### src/mlrc_pkg.sv
// package with constants and states for the module link and reset control block
// Overview of operation
// - speed select first sets link 0 rate and speed select rest sets links 1 to 3, low is 10 Mbit/s and high is 20 Mbit/s.
// - once the post-reset wait has elapsed the device accepts a boot packet on any link.
// - halt-for-inspection driven with reset stops the processor and keeps its internal state.
// - while halted for inspection the device answers interrogation on any link.
// - the error output is open-collector, pulled low while internal error is raised, floating otherwise.
// - the block runs from one 20 MHz system clock and divides it by four to make the 5 MHz module reference clock.
// - signals with the negation suffix are active low and all others active high.
package mlrc_pkg;
  localparam int unsigned CLK_HZ          = 20000000;
  localparam int unsigned REF_CLK_HZ      = 5000000;
  localparam int unsigned READY_WAIT_MS   = 100;
  localparam int unsigned READY_WAIT_CYC  = (CLK_HZ / 1000) * READY_WAIT_MS;
  localparam int unsigned REF_DIV         = CLK_HZ / REF_CLK_HZ;
  localparam int unsigned LINK_COUNT      = 4;
  localparam logic        RATE_10M        = 1'b0;
  localparam logic        RATE_20M        = 1'b1;
  localparam int unsigned CNT_W           = 22;

  typedef enum logic [1:0] {
    MLRC_RESET = 2'b00,
    MLRC_WAIT  = 2'b01,
    MLRC_READY = 2'b11,
    MLRC_HALT  = 2'b10
  } mlrc_state_e;
endpackage

### src/mlrc_sync.sv
// two flop synchroniser for pin inputs
`timescale 1ns/1ps
module mlrc_sync (
  input  wire logic i_clk,
  input  wire logic i_resetn,
  input  wire logic i_d,
  output logic      o_q
);
  logic meta_q;
  always_ff @(posedge i_clk) begin
    if (!i_resetn) begin
      meta_q <= 1'b0;
      o_q    <= 1'b0;
    end else begin
      meta_q <= i_d;
      o_q    <= meta_q;
    end
  end
endmodule

### src/mlrc_top.sv
// reset sequencing, link speed latch, inspection halt and fault output control
`timescale 1ns/1ps
module mlrc_top #(
  parameter int unsigned READY_WAIT_CYC = mlrc_pkg::READY_WAIT_CYC
) (
  input  wire logic       I_CLK_SYS,
  input  wire logic       I_RESETN,
  input  wire logic       I_SPEED_SELECT_FIRST,
  input  wire logic       I_SPEED_SELECT_REST,
  input  wire logic       I_INSPECT_REQ,
  input  wire logic       I_INTERNAL_ERROR,
  input  wire logic [3:0] I_SERIAL_LINK_INPUTS,
  output logic      [3:0] O_LINK_RATE,
  output logic      [3:0] O_SERIAL_LINK_INPUTS,
  output logic            O_BOOT_READY,
  output logic            O_HALTED,
  output logic            O_INTERROGATE_READY,
  output logic            O_RUN,
  output logic            O_MODULE_REF_CLOCK,
  output logic            O_FAULT_OUT_N,
  output logic            O_FAULT_OUT_N_OE
);
  logic                        spd_first_s;
  logic                        spd_rest_s;
  logic                        inspect_s;
  logic [3:0]                  link_s;
  logic [3:0]                  link_out_q;
  logic [3:0]                  rate_q;
  logic                        inspect_lat_q;
  logic [mlrc_pkg::CNT_W-1:0]  wait_q;
  logic [1:0]                  div_q;
  logic                        refclk_q;
  logic                        fault_q;
  mlrc_pkg::mlrc_state_e       state_q;
  mlrc_pkg::mlrc_state_e       state_d;

  mlrc_sync u_sync_first (.i_clk(I_CLK_SYS), .i_resetn(1'b1), .i_d(I_SPEED_SELECT_FIRST), .o_q(spd_first_s));
  mlrc_sync u_sync_rest  (.i_clk(I_CLK_SYS), .i_resetn(1'b1), .i_d(I_SPEED_SELECT_REST), .o_q(spd_rest_s));
  mlrc_sync u_sync_insp  (.i_clk(I_CLK_SYS), .i_resetn(1'b1), .i_d(I_INSPECT_REQ), .o_q(inspect_s));

  genvar g;
  generate
    for (g = 0; g < mlrc_pkg::LINK_COUNT; g++) begin : g_link
      mlrc_sync u_sync_link (.i_clk(I_CLK_SYS), .i_resetn(I_RESETN), .i_d(I_SERIAL_LINK_INPUTS[g]),
                             .o_q(link_s[g]));
    end
  endgenerate

  // speeds follow the pins only while in reset, then stay frozen
  always_ff @(posedge I_CLK_SYS) begin
    if (!I_RESETN) begin
      rate_q <= {spd_rest_s, spd_rest_s, spd_rest_s, spd_first_s};
    end
  end

  // inspection request caught while reset is held decides halt vs boot
  always_ff @(posedge I_CLK_SYS) begin
    if (!I_RESETN) begin
      inspect_lat_q <= inspect_s;
    end
  end

  always_comb begin
    state_d = state_q;
    case (state_q)
      mlrc_pkg::MLRC_RESET: state_d = mlrc_pkg::MLRC_WAIT;
      mlrc_pkg::MLRC_WAIT: begin
        if (wait_q >= mlrc_pkg::CNT_W'(READY_WAIT_CYC - 1)) begin
          state_d = inspect_lat_q ? mlrc_pkg::MLRC_HALT : mlrc_pkg::MLRC_READY;
        end
      end
      mlrc_pkg::MLRC_READY: state_d = mlrc_pkg::MLRC_READY;
      mlrc_pkg::MLRC_HALT:  state_d = mlrc_pkg::MLRC_HALT;
      default:              state_d = mlrc_pkg::MLRC_RESET;
    endcase
  end

  always_ff @(posedge I_CLK_SYS) begin
    if (!I_RESETN) begin
      state_q <= mlrc_pkg::MLRC_RESET;
    end else begin
      state_q <= state_d;
    end
  end

  // counts the quiet period the host must honour before link traffic
  always_ff @(posedge I_CLK_SYS) begin
    if (!I_RESETN) begin
      wait_q <= '0;
    end else if (state_q == mlrc_pkg::MLRC_WAIT) begin
      wait_q <= wait_q + mlrc_pkg::CNT_W'(1);
    end
  end

  // reference clock divided down from the system clock
  always_ff @(posedge I_CLK_SYS) begin
    if (!I_RESETN) begin
      div_q    <= 2'h0;
      refclk_q <= 1'b0;
    end else begin
      div_q <= div_q + 2'h1;
      if (div_q == 2'(mlrc_pkg::REF_DIV / 2 - 1) || div_q == 2'(mlrc_pkg::REF_DIV - 1)) begin
        refclk_q <= ~refclk_q;
      end
    end
  end

  // error held in a flop so the open-collector enable is glitch free
  always_ff @(posedge I_CLK_SYS) begin
    if (!I_RESETN) begin
      fault_q <= 1'b0;
    end else begin
      fault_q <= I_INTERNAL_ERROR;
    end
  end

  // links stay gated until the device can listen; a halted device still answers
  always_ff @(posedge I_CLK_SYS) begin
    if (!I_RESETN) begin
      link_out_q <= 4'h0;
    end else if (O_BOOT_READY || O_HALTED) begin
      link_out_q <= link_s;
    end else begin
      link_out_q <= 4'h0;
    end
  end

  assign O_LINK_RATE          = rate_q;
  assign O_SERIAL_LINK_INPUTS = link_out_q;
  assign O_BOOT_READY         = (state_q == mlrc_pkg::MLRC_READY);
  assign O_HALTED             = (state_q == mlrc_pkg::MLRC_HALT);
  assign O_INTERROGATE_READY  = O_HALTED;
  assign O_RUN                = O_BOOT_READY;
  assign O_MODULE_REF_CLOCK   = refclk_q;
  // only ever drives low, so many modules can share one pull-up
  assign O_FAULT_OUT_N        = 1'b0;
  assign O_FAULT_OUT_N_OE     = fault_q;

  // rate and inspection latching
  AST_RATE_FROZEN: assert property (@(posedge I_CLK_SYS)
    I_RESETN && $past(I_RESETN) |-> $stable(rate_q))
    else $error("link rate changed outside reset");

  // select sync flops have no reset, so only a reset held three edges is judged
  AST_RATE_MAP: assert property (@(posedge I_CLK_SYS)
    !I_RESETN ##1 !I_RESETN ##1 !I_RESETN |=> rate_q[0] == $past(spd_first_s))
    else $error("link 0 rate not from first select");

  AST_RATE_REST: assert property (@(posedge I_CLK_SYS)
    !I_RESETN ##1 !I_RESETN ##1 !I_RESETN |=> rate_q[3:1] == {3{$past(spd_rest_s)}})
    else $error("links 1 to 3 rate not from rest select");

  AST_INSPECT_FROZEN: assert property (@(posedge I_CLK_SYS)
    I_RESETN && $past(I_RESETN) |-> $stable(inspect_lat_q))
    else $error("inspection latch changed outside reset");

  // reset and quiet period
  AST_RESET_QUIET: assert property (@(posedge I_CLK_SYS)
    !I_RESETN |=> !O_BOOT_READY && !O_HALTED && !O_FAULT_OUT_N_OE && O_SERIAL_LINK_INPUTS == 4'h0)
    else $error("outputs active during reset");

  AST_REFCLK_RESET: assert property (@(posedge I_CLK_SYS)
    !I_RESETN |=> !O_MODULE_REF_CLOCK)
    else $error("reference clock running in reset");

  AST_NO_EARLY_READY: assert property (@(posedge I_CLK_SYS) disable iff (!I_RESETN)
    (state_q == mlrc_pkg::MLRC_WAIT) && (wait_q < mlrc_pkg::CNT_W'(READY_WAIT_CYC - 1))
    |=> !O_BOOT_READY && !O_HALTED)
    else $error("ready before wait elapsed");

  AST_WAIT_STEP: assert property (@(posedge I_CLK_SYS) disable iff (!I_RESETN)
    (state_q == mlrc_pkg::MLRC_WAIT) |=> wait_q == $past(wait_q) + mlrc_pkg::CNT_W'(1))
    else $error("quiet period counter skipped");

  AST_WAIT_HOLD: assert property (@(posedge I_CLK_SYS) disable iff (!I_RESETN)
    O_BOOT_READY || O_HALTED |=> $stable(wait_q))
    else $error("quiet period counter ran after ready");

  // boot or halt
  AST_READY_AT_END: assert property (@(posedge I_CLK_SYS) disable iff (!I_RESETN)
    (state_q == mlrc_pkg::MLRC_WAIT) && (wait_q == mlrc_pkg::CNT_W'(READY_WAIT_CYC - 1)) && !inspect_lat_q
    |=> O_BOOT_READY)
    else $error("boot ready missing after wait");

  AST_HALT_AT_END: assert property (@(posedge I_CLK_SYS) disable iff (!I_RESETN)
    (state_q == mlrc_pkg::MLRC_WAIT) && (wait_q == mlrc_pkg::CNT_W'(READY_WAIT_CYC - 1)) && inspect_lat_q
    |=> O_HALTED && !O_RUN)
    else $error("inspection halt missing");

  AST_READY_STAYS: assert property (@(posedge I_CLK_SYS) disable iff (!I_RESETN)
    O_BOOT_READY |=> O_BOOT_READY && !O_HALTED)
    else $error("boot ready dropped before reset");

  AST_HALT_STAYS: assert property (@(posedge I_CLK_SYS) disable iff (!I_RESETN)
    O_HALTED |=> O_HALTED && !O_RUN)
    else $error("halt left before reset");

  // links
  AST_HALT_LINKS: assert property (@(posedge I_CLK_SYS) disable iff (!I_RESETN)
    O_HALTED && $past(O_HALTED) |-> O_SERIAL_LINK_INPUTS == $past(link_s) && O_INTERROGATE_READY)
    else $error("halted device not listening on links");

  AST_LINK_PASS: assert property (@(posedge I_CLK_SYS) disable iff (!I_RESETN)
    $past(I_RESETN) && $past(O_BOOT_READY || O_HALTED)
    |-> O_SERIAL_LINK_INPUTS == $past(I_SERIAL_LINK_INPUTS, 3))
    else $error("link input not passed through");

  AST_LINK_GATED: assert property (@(posedge I_CLK_SYS) disable iff (!I_RESETN)
    $past(!O_BOOT_READY && !O_HALTED) |-> O_SERIAL_LINK_INPUTS == 4'h0)
    else $error("link input passed before ready");

  // fault line and reference clock
  AST_FAULT_OC: assert property (@(posedge I_CLK_SYS) disable iff (!I_RESETN)
    I_INTERNAL_ERROR |=> O_FAULT_OUT_N_OE && !O_FAULT_OUT_N)
    else $error("fault not pulled low");

  AST_FAULT_FLOAT: assert property (@(posedge I_CLK_SYS) disable iff (!I_RESETN)
    !I_INTERNAL_ERROR |=> !O_FAULT_OUT_N_OE)
    else $error("fault driven without error");

  AST_REFCLK: assert property (@(posedge I_CLK_SYS) disable iff (!I_RESETN)
    $rose(O_MODULE_REF_CLOCK) |=> O_MODULE_REF_CLOCK ##1 !O_MODULE_REF_CLOCK ##1 !O_MODULE_REF_CLOCK)
    else $error("reference clock not divided by four");
endmodule

### config.mk
export PLATFORM = sky130hd
export DESIGN_NAME = mlrc_top
export DESIGN_NICKNAME = d
export VERILOG_FILES = /design/src/mlrc_pkg.sv /design/src/mlrc_sync.sv /design/src/mlrc_top.sv
export SDC_FILE = /design/constraint.sdc
export NUM_CORES = 1
export LEC_CHECK = 0
export BUFFER_PORTS_ARGS = -buffer_cell sky130_fd_sc_hd__buf_4
export CORE_MARGIN = 2
export CORE_UTILIZATION = 45
export CTS_CLUSTER_DIAMETER = 100
export CTS_CLUSTER_SIZE = 14
export DETAILED_ROUTE_END_ITERATION = 12
export SYNTH_ARGS = -nofsm -noshare
export SYNTH_HDL_FRONTEND = slang
export SYNTH_SLANG_ARGS = --single-unit
### constraint.sdc
create_clock -name I_CLK_SYS -period 2.5 [get_ports I_CLK_SYS]
set_input_delay 0.25 -clock I_CLK_SYS [delete_from_list [all_inputs] [get_ports I_CLK_SYS]]
set_output_delay 0.25 -clock I_CLK_SYS [all_outputs]
set_load 0.1 [all_outputs]
### Yosys cells after proc, flatten, opt, wreduce, memory -nomap -nowiden

Index checks and enable logic that the tools add are counted.

| word-level totals | value |
|---|---|
| input port bits | 10 |
| bits in registers | 49 |
| output and inout port bits | 15 |

| cells by class | value |
|---|---|
| add/sub/neg operators | 2 |
| reductions and logical operators | 4 |
| bitwise gates (word level) | 1 |
| equal/unequal tests | 6 |
| order comparisons | 1 |
| muxes and demuxes | 3 |

Operator list:

| operator | count |
|---|---|
| adder 22 x 1 -> 22 bit (second input constant) | 1 |
| greater-or-equal comparator 22 x 21 -> 1 bit (second input constant) | 1 |
| case mux 2 bit (4 select lines) | 1 |
| == test 2 bit (second input constant) | 3 |
| == test 2 x 1 -> 1 bit (second input constant) | 2 |
| adder 2 x 1 -> 2 bit (second input constant) | 1 |
| logical NOT 2 bit | 1 |
| logical OR 1 bit | 2 |
| 2-to-1 mux 2 bit | 1 |
| inequality test 2 bit (second input constant) | 1 |
| AND reduction 2 bit | 1 |
| 2-to-1 mux 1 bit | 1 |
| inverter 1 bit | 1 |

### Longest topological paths before layout

| logic depth | value |
|---|---|
| depth in word-level cells | 3 |
| mapped depth | 6 |

### By module

From an unflattened synthesis, not the netlist that was laid out.

| second synthesis, totals | value |
|---|---|
| cell total of the unflattened synthesis | 193 |
| area total of the unflattened synthesis | 1913.1 um^2 |

Modules (own cells, without submodules):

| module | instances | cells each | sequential area each (um^2) | area each (um^2) |
|---|---|---|---|---|
| mlrc_top | 1 | 165 | 730.7 | 1545.2 |
| mlrc_sync | 7 | 4 | 40.0 | 52.6 |

### Worst setup path after synthesis

Ideal clock, no wire load.

| path | value |
|---|---|
| path type | register to register |
| start | register wait_q[0] (netlist name) |
| end | register wait_q[20] (netlist name) |
| required time | 2.428 ns |
| clock period less this slack | 2.047 ns |
| data arrival time | 1.975 ns |
| path slack | 0.453 ns |
| path buffers | 1 |
| library setup time | 0.072 ns |
| cell stages (with the launch flop) | 7 |
| cell sequence | dfxtp_1 > ha_1 > nand3b_4 > or4_1 > buf_2 > or4_1 > a21oi_1 |

| on the way | value |
|---|---|
| word-level cells in the longest chain between the ends | 1 |

Ends and longest elaborated chain:

| what | line | text |
|---|---|---|
| from (decl) | mlrc_top.sv:30 | `logic [mlrc_pkg::CNT_W-1:0] wait_q;` |
| from (signal assigned) | mlrc_top.sv:91 | `wait_q <= wait_q + mlrc_pkg::CNT_W'(1);` |
| adder 22 x 1 -> 22 bit | mlrc_top.sv:91 |  |

Every way passes these cells.
A chain may end at the register's enable or synchronous reset.

### Worst setup path after layout

Same ends and word-level chain as after synthesis.

==> flow_summary_export.csv <==
group,metric,value,unit
run_status,status,"complete, no violations",
drt,detail_route.iter0.violations,72,
synthesis,synth-main-ff-cell,"dfxtp_1",
sta,fin_setup_tns,0,ps
cells_and_area,drive_gt1_frac,0.188,
sta,finalClockSkew,10.9,ps
global_routing,met1_usage,0.185,
synthesis,yosys.area_share.simple,0.243,
power_and_ir_drop,p_per_area,692,nW/µm²
power_and_ir_drop,peakVddDrop,0.000430,V
clock_network,postCtsHoldBufs,0,
synthesis,avgSynthCellArea,10.0,µm²
worst_setup_path,path_class,"flop to flop",
worst_setup_path,critPathLaunchType,"flop",
global_routing,grt_use_total,0.154,
worst_setup_path,path_max_fanout,10,
flow_run,max-cap-violations,0,
cells_and_area,multi_input_area,764,µm²
sta,clock.fmax,446,MHz
clock_network,cts_setup_buffers,0,
floorplanning,dieArea,4700,µm²
worst_setup_path,cp_num_cells,5,
synthesis,netlist_area,1880,µm²
floorplanning,num_io_pins,25,
synthesis,synthMuxAreaShare,0.00534,
worst_setup_path,path_delay_family,"simple AND/OR/NAND/NOR gates",
worst_setup_path,max_stage_delay,690,ps
global_routing,antenna_found_initial,0,
worst_setup_path,cp.arrival,2480,ps
sta,rsz0062_at_grt,"no",
clock_network,clk_pin_slew,100,ps
clock_network,cts_repair_resize_count,0,
clock_network,numCtsBuffers,5,
global_routing,overflow,0,
drt,route.antenna.remaining_nets,0,
place,hpwl,2220,µm
worst_setup_path,r2r_end,"wait_q[20]$_SDFFE_PN0N_",
worst_setup_path,crit_path_end,"wait_q[20]$_SDFFE_PN0N_",
synthesis,syn_inst,187,
worst_setup_path,cp-end-kind,"flop",
floorplanning,initial_core_util,0.469,
worst_setup_path,path_buf_inv,0,
global_routing,grt_pass1_wl,5400,µm
cells_and_area,mostFrequentLayoutCell,"dfxtp_1",
clock_network,clk_latency,310,ps
synthesis,yosys_warnings,0,
floorplanning,coreArea,4000,µm²
drt,vias,1346,
synthesis,synth_nets,200,
drt,wl_per_cell,12.2,µm
place,dp_slack,270,ps
worst_hold_path,hp-class,"primary input to flop",
worst_setup_path,cp_slowest_cell,"or4_1",
global_routing,met3_usage,0.0584,
cells_and_area,nNetsFinal,219,
sta,fin_crit_sh,0.898,
global_routing,grt_pass1_vias,1283,
floorplanning,die_h,68.6,µm
cells_and_area,area_growth,14.9,%
drt,drc,0,
synthesis,synthXorXnorAreaFrac,0.0514,
synthesis,seq_area_frac_synth,0.539,
global_routing,gr-usage-met2,0.255,
worst_setup_path,r2r_slack,260,ps
drt,detail_route.vias_per_cell,5.24,
synthesis,synth_top_family_by_area,"simple AND/OR/NAND/NOR gates",
synthesis,synthAdderAreaFrac,0.0200,
sta,slew_viol_final,0,
worst_setup_path,crit_path_frequent_cell,"or4_1",
drt,dr.pass1.iters,5,
synthesis,synth_edf_count,3,
synthesis,synth_compound_area_frac,0.0861,
worst_setup_path,startpoint,"wait_q[0]$_SDFFE_PN0N_",
clock_network,clock-sinks,49,
synthesis,synth_seq_cells,49,
clock_network,clock-root-buffer,"clkbuf_8",
sta,fin_crit,2240,ps
drt,routed_wl,3140,µm
sta,hold_viol,0,
worst_setup_path,r2r-start,"wait_q[0]$_SDFFE_PN0N_",
cells_and_area,antenna_cells,0,
cells_and_area,mostFrequentLayoutCells,"dfxtp_1, buf_4, nor2_1",
worst_setup_path,ff2ff_path_depth,5,
place,io_buffers,23,
cells_and_area,seqCellArea,1010,µm²
place,gp_congestion,0.839,
cells_and_area,fillers,360,
global_routing,grt-busiest-layer,"met2",
clock_network,clock_path_buffers,2,
floorplanning,placementRows,23,
sta,worst_slack,256,ps
sta,setup_viol,0,
global_routing,grt_start_max_net_pins,19,
worst_setup_path,crit_path_cell_trace,"ha_1 > nand3b_4 > or4_1 > or4_1 > a21oi_1",
power_and_ir_drop,p_leak,0.811,nW
clock_network,cts_tree,"done",
worst_setup_path,cp.required,2730,ps
synthesis,ys_types,38,
clock_network,cts.htree.levels,2,
synthesis,ys_async_sr_fraction,0,
floorplanning,die-width,68.6,µm
==> worst min-delay path by stage <==
stage	startpoint	end	slack, ps	depth (start not counted)
floorplan	I_SPEED_SELECT_FIRST	u_sync_first.meta_q$_DFF_P_	280	0
global placement	u_sync_rest.meta_q$_DFF_P_	u_sync_rest.o_q$_DFF_P_	310	0
detailed placement	u_sync_first.meta_q$_DFF_P_	u_sync_first.o_q$_DFF_P_	310	0
CTS	I_INSPECT_REQ	u_sync_insp.meta_q$_DFF_P_	30	1
global route	I_INSPECT_REQ	u_sync_insp.meta_q$_DFF_P_	20	1
finish	I_INSPECT_REQ	u_sync_insp.meta_q$_DFF_P_	40	1
==> registers in the layout (all words and copies together) (netlist names) <==
name,cells
wait_q,22
O_SERIAL_LINK_INPUTS,4
g_link.u_sync_link.meta_q,4
g_link.u_sync_link.o_q,4
O_LINK_RATE,2
div_q,2
state_q,2
O_FAULT_OUT_N_OE,1
O_MODULE_REF_CLOCK,1
inspect_lat_q,1
u_sync_first.meta_q,1
u_sync_first.o_q,1
u_sync_insp.meta_q,1
u_sync_insp.o_q,1
u_sync_rest.meta_q,1
u_sync_rest.o_q,1
==> cells by family (layout without fill, tap and decap cells) <==
group | count (synthesis) | after routing
AOI/OAI and AO/OA | 27 | 27
xor gates and xnor gates | 11 | 11
adders and majority gates | 3 | 3
buffers and inverters | 19 | 39
DFF | 49 | 49
muxes | 1 | 1
other | 1 | 1
and+or+nand+nor | 76 | 76
==> final cells by class <==
| cell class | count | area share |
|---|---|---|
| sequential | 49 | 0.469 |
| multi-input combinational | 119 | 0.355 |
| tap | 50 | 0.0290 |
| timing repair buffer | 24 | 0.0836 |
| inverter | 7 | 0.0122 |
| clock inverter | 2 | 0.00813 |
| clock buffer | 6 | 0.0435 |
==> worst register-to-register path, stage by stage (launching register included) <==
cell      delay [ps]
dfxtp_1          400
ha_1             270
nand3b_4         120
or4_1            690
or4_1            540
a21oi_1          150
==> power by group <==
| group | internal, mW | switching, mW | leakage, nW |
|---|---|---|---|
| registers | 0.815 | 0.0158 | 0.406 |
| logic | 0.0373 | 0.0882 | 0.348 |
| clock network | 0.265 | 0.270 | 0.0573 |
==> cells in the mapped netlist (all sizes together), types with 4 or more instances <==
library cell  number  area share
nand4              5       0.017
buf                9       0.033
dfxtp             46        0.49
and3               4       0.013
nand2              7       0.014
nand3              5       0.020
inv                6       0.012
xnor2              7       0.033
or4                8       0.034
a21oi             11       0.029
nor3               7       0.019
o31ai              5       0.020
nor2              16       0.032
and2              10       0.033
o21ai              6       0.016
or3                6       0.022
xor2               4       0.019
==> metrics by stage <==
stage	instance area, µm²	total power [mW]	utilization	std cells	hold slack [ps]
2_1_floorplan	1880	0.945	-	187	278
3_3_place_gp	2040	0.970	0.511	249	310
3_5_place_dp	2040	0.976	0.511	249	315
4_1_cts	2160	1.51	0.539	257	32.6
5_1_grt	2160	1.55	0.539	257	23.0
6_report	2160	1.49	0.539	257	37.8
==> metal layers <==
| metal | part of all wire | routed length, µm |
|---|---|---|
| met3 | 0.031 | 97 |
| met4 | 0.0080 | 25 |
| met1 | 0.48 | 1520 |
| met5 | 0 | 0 |
| met2 | 0.48 | 1500 |
Note: power is estimated with default switching activity, not from simulation.
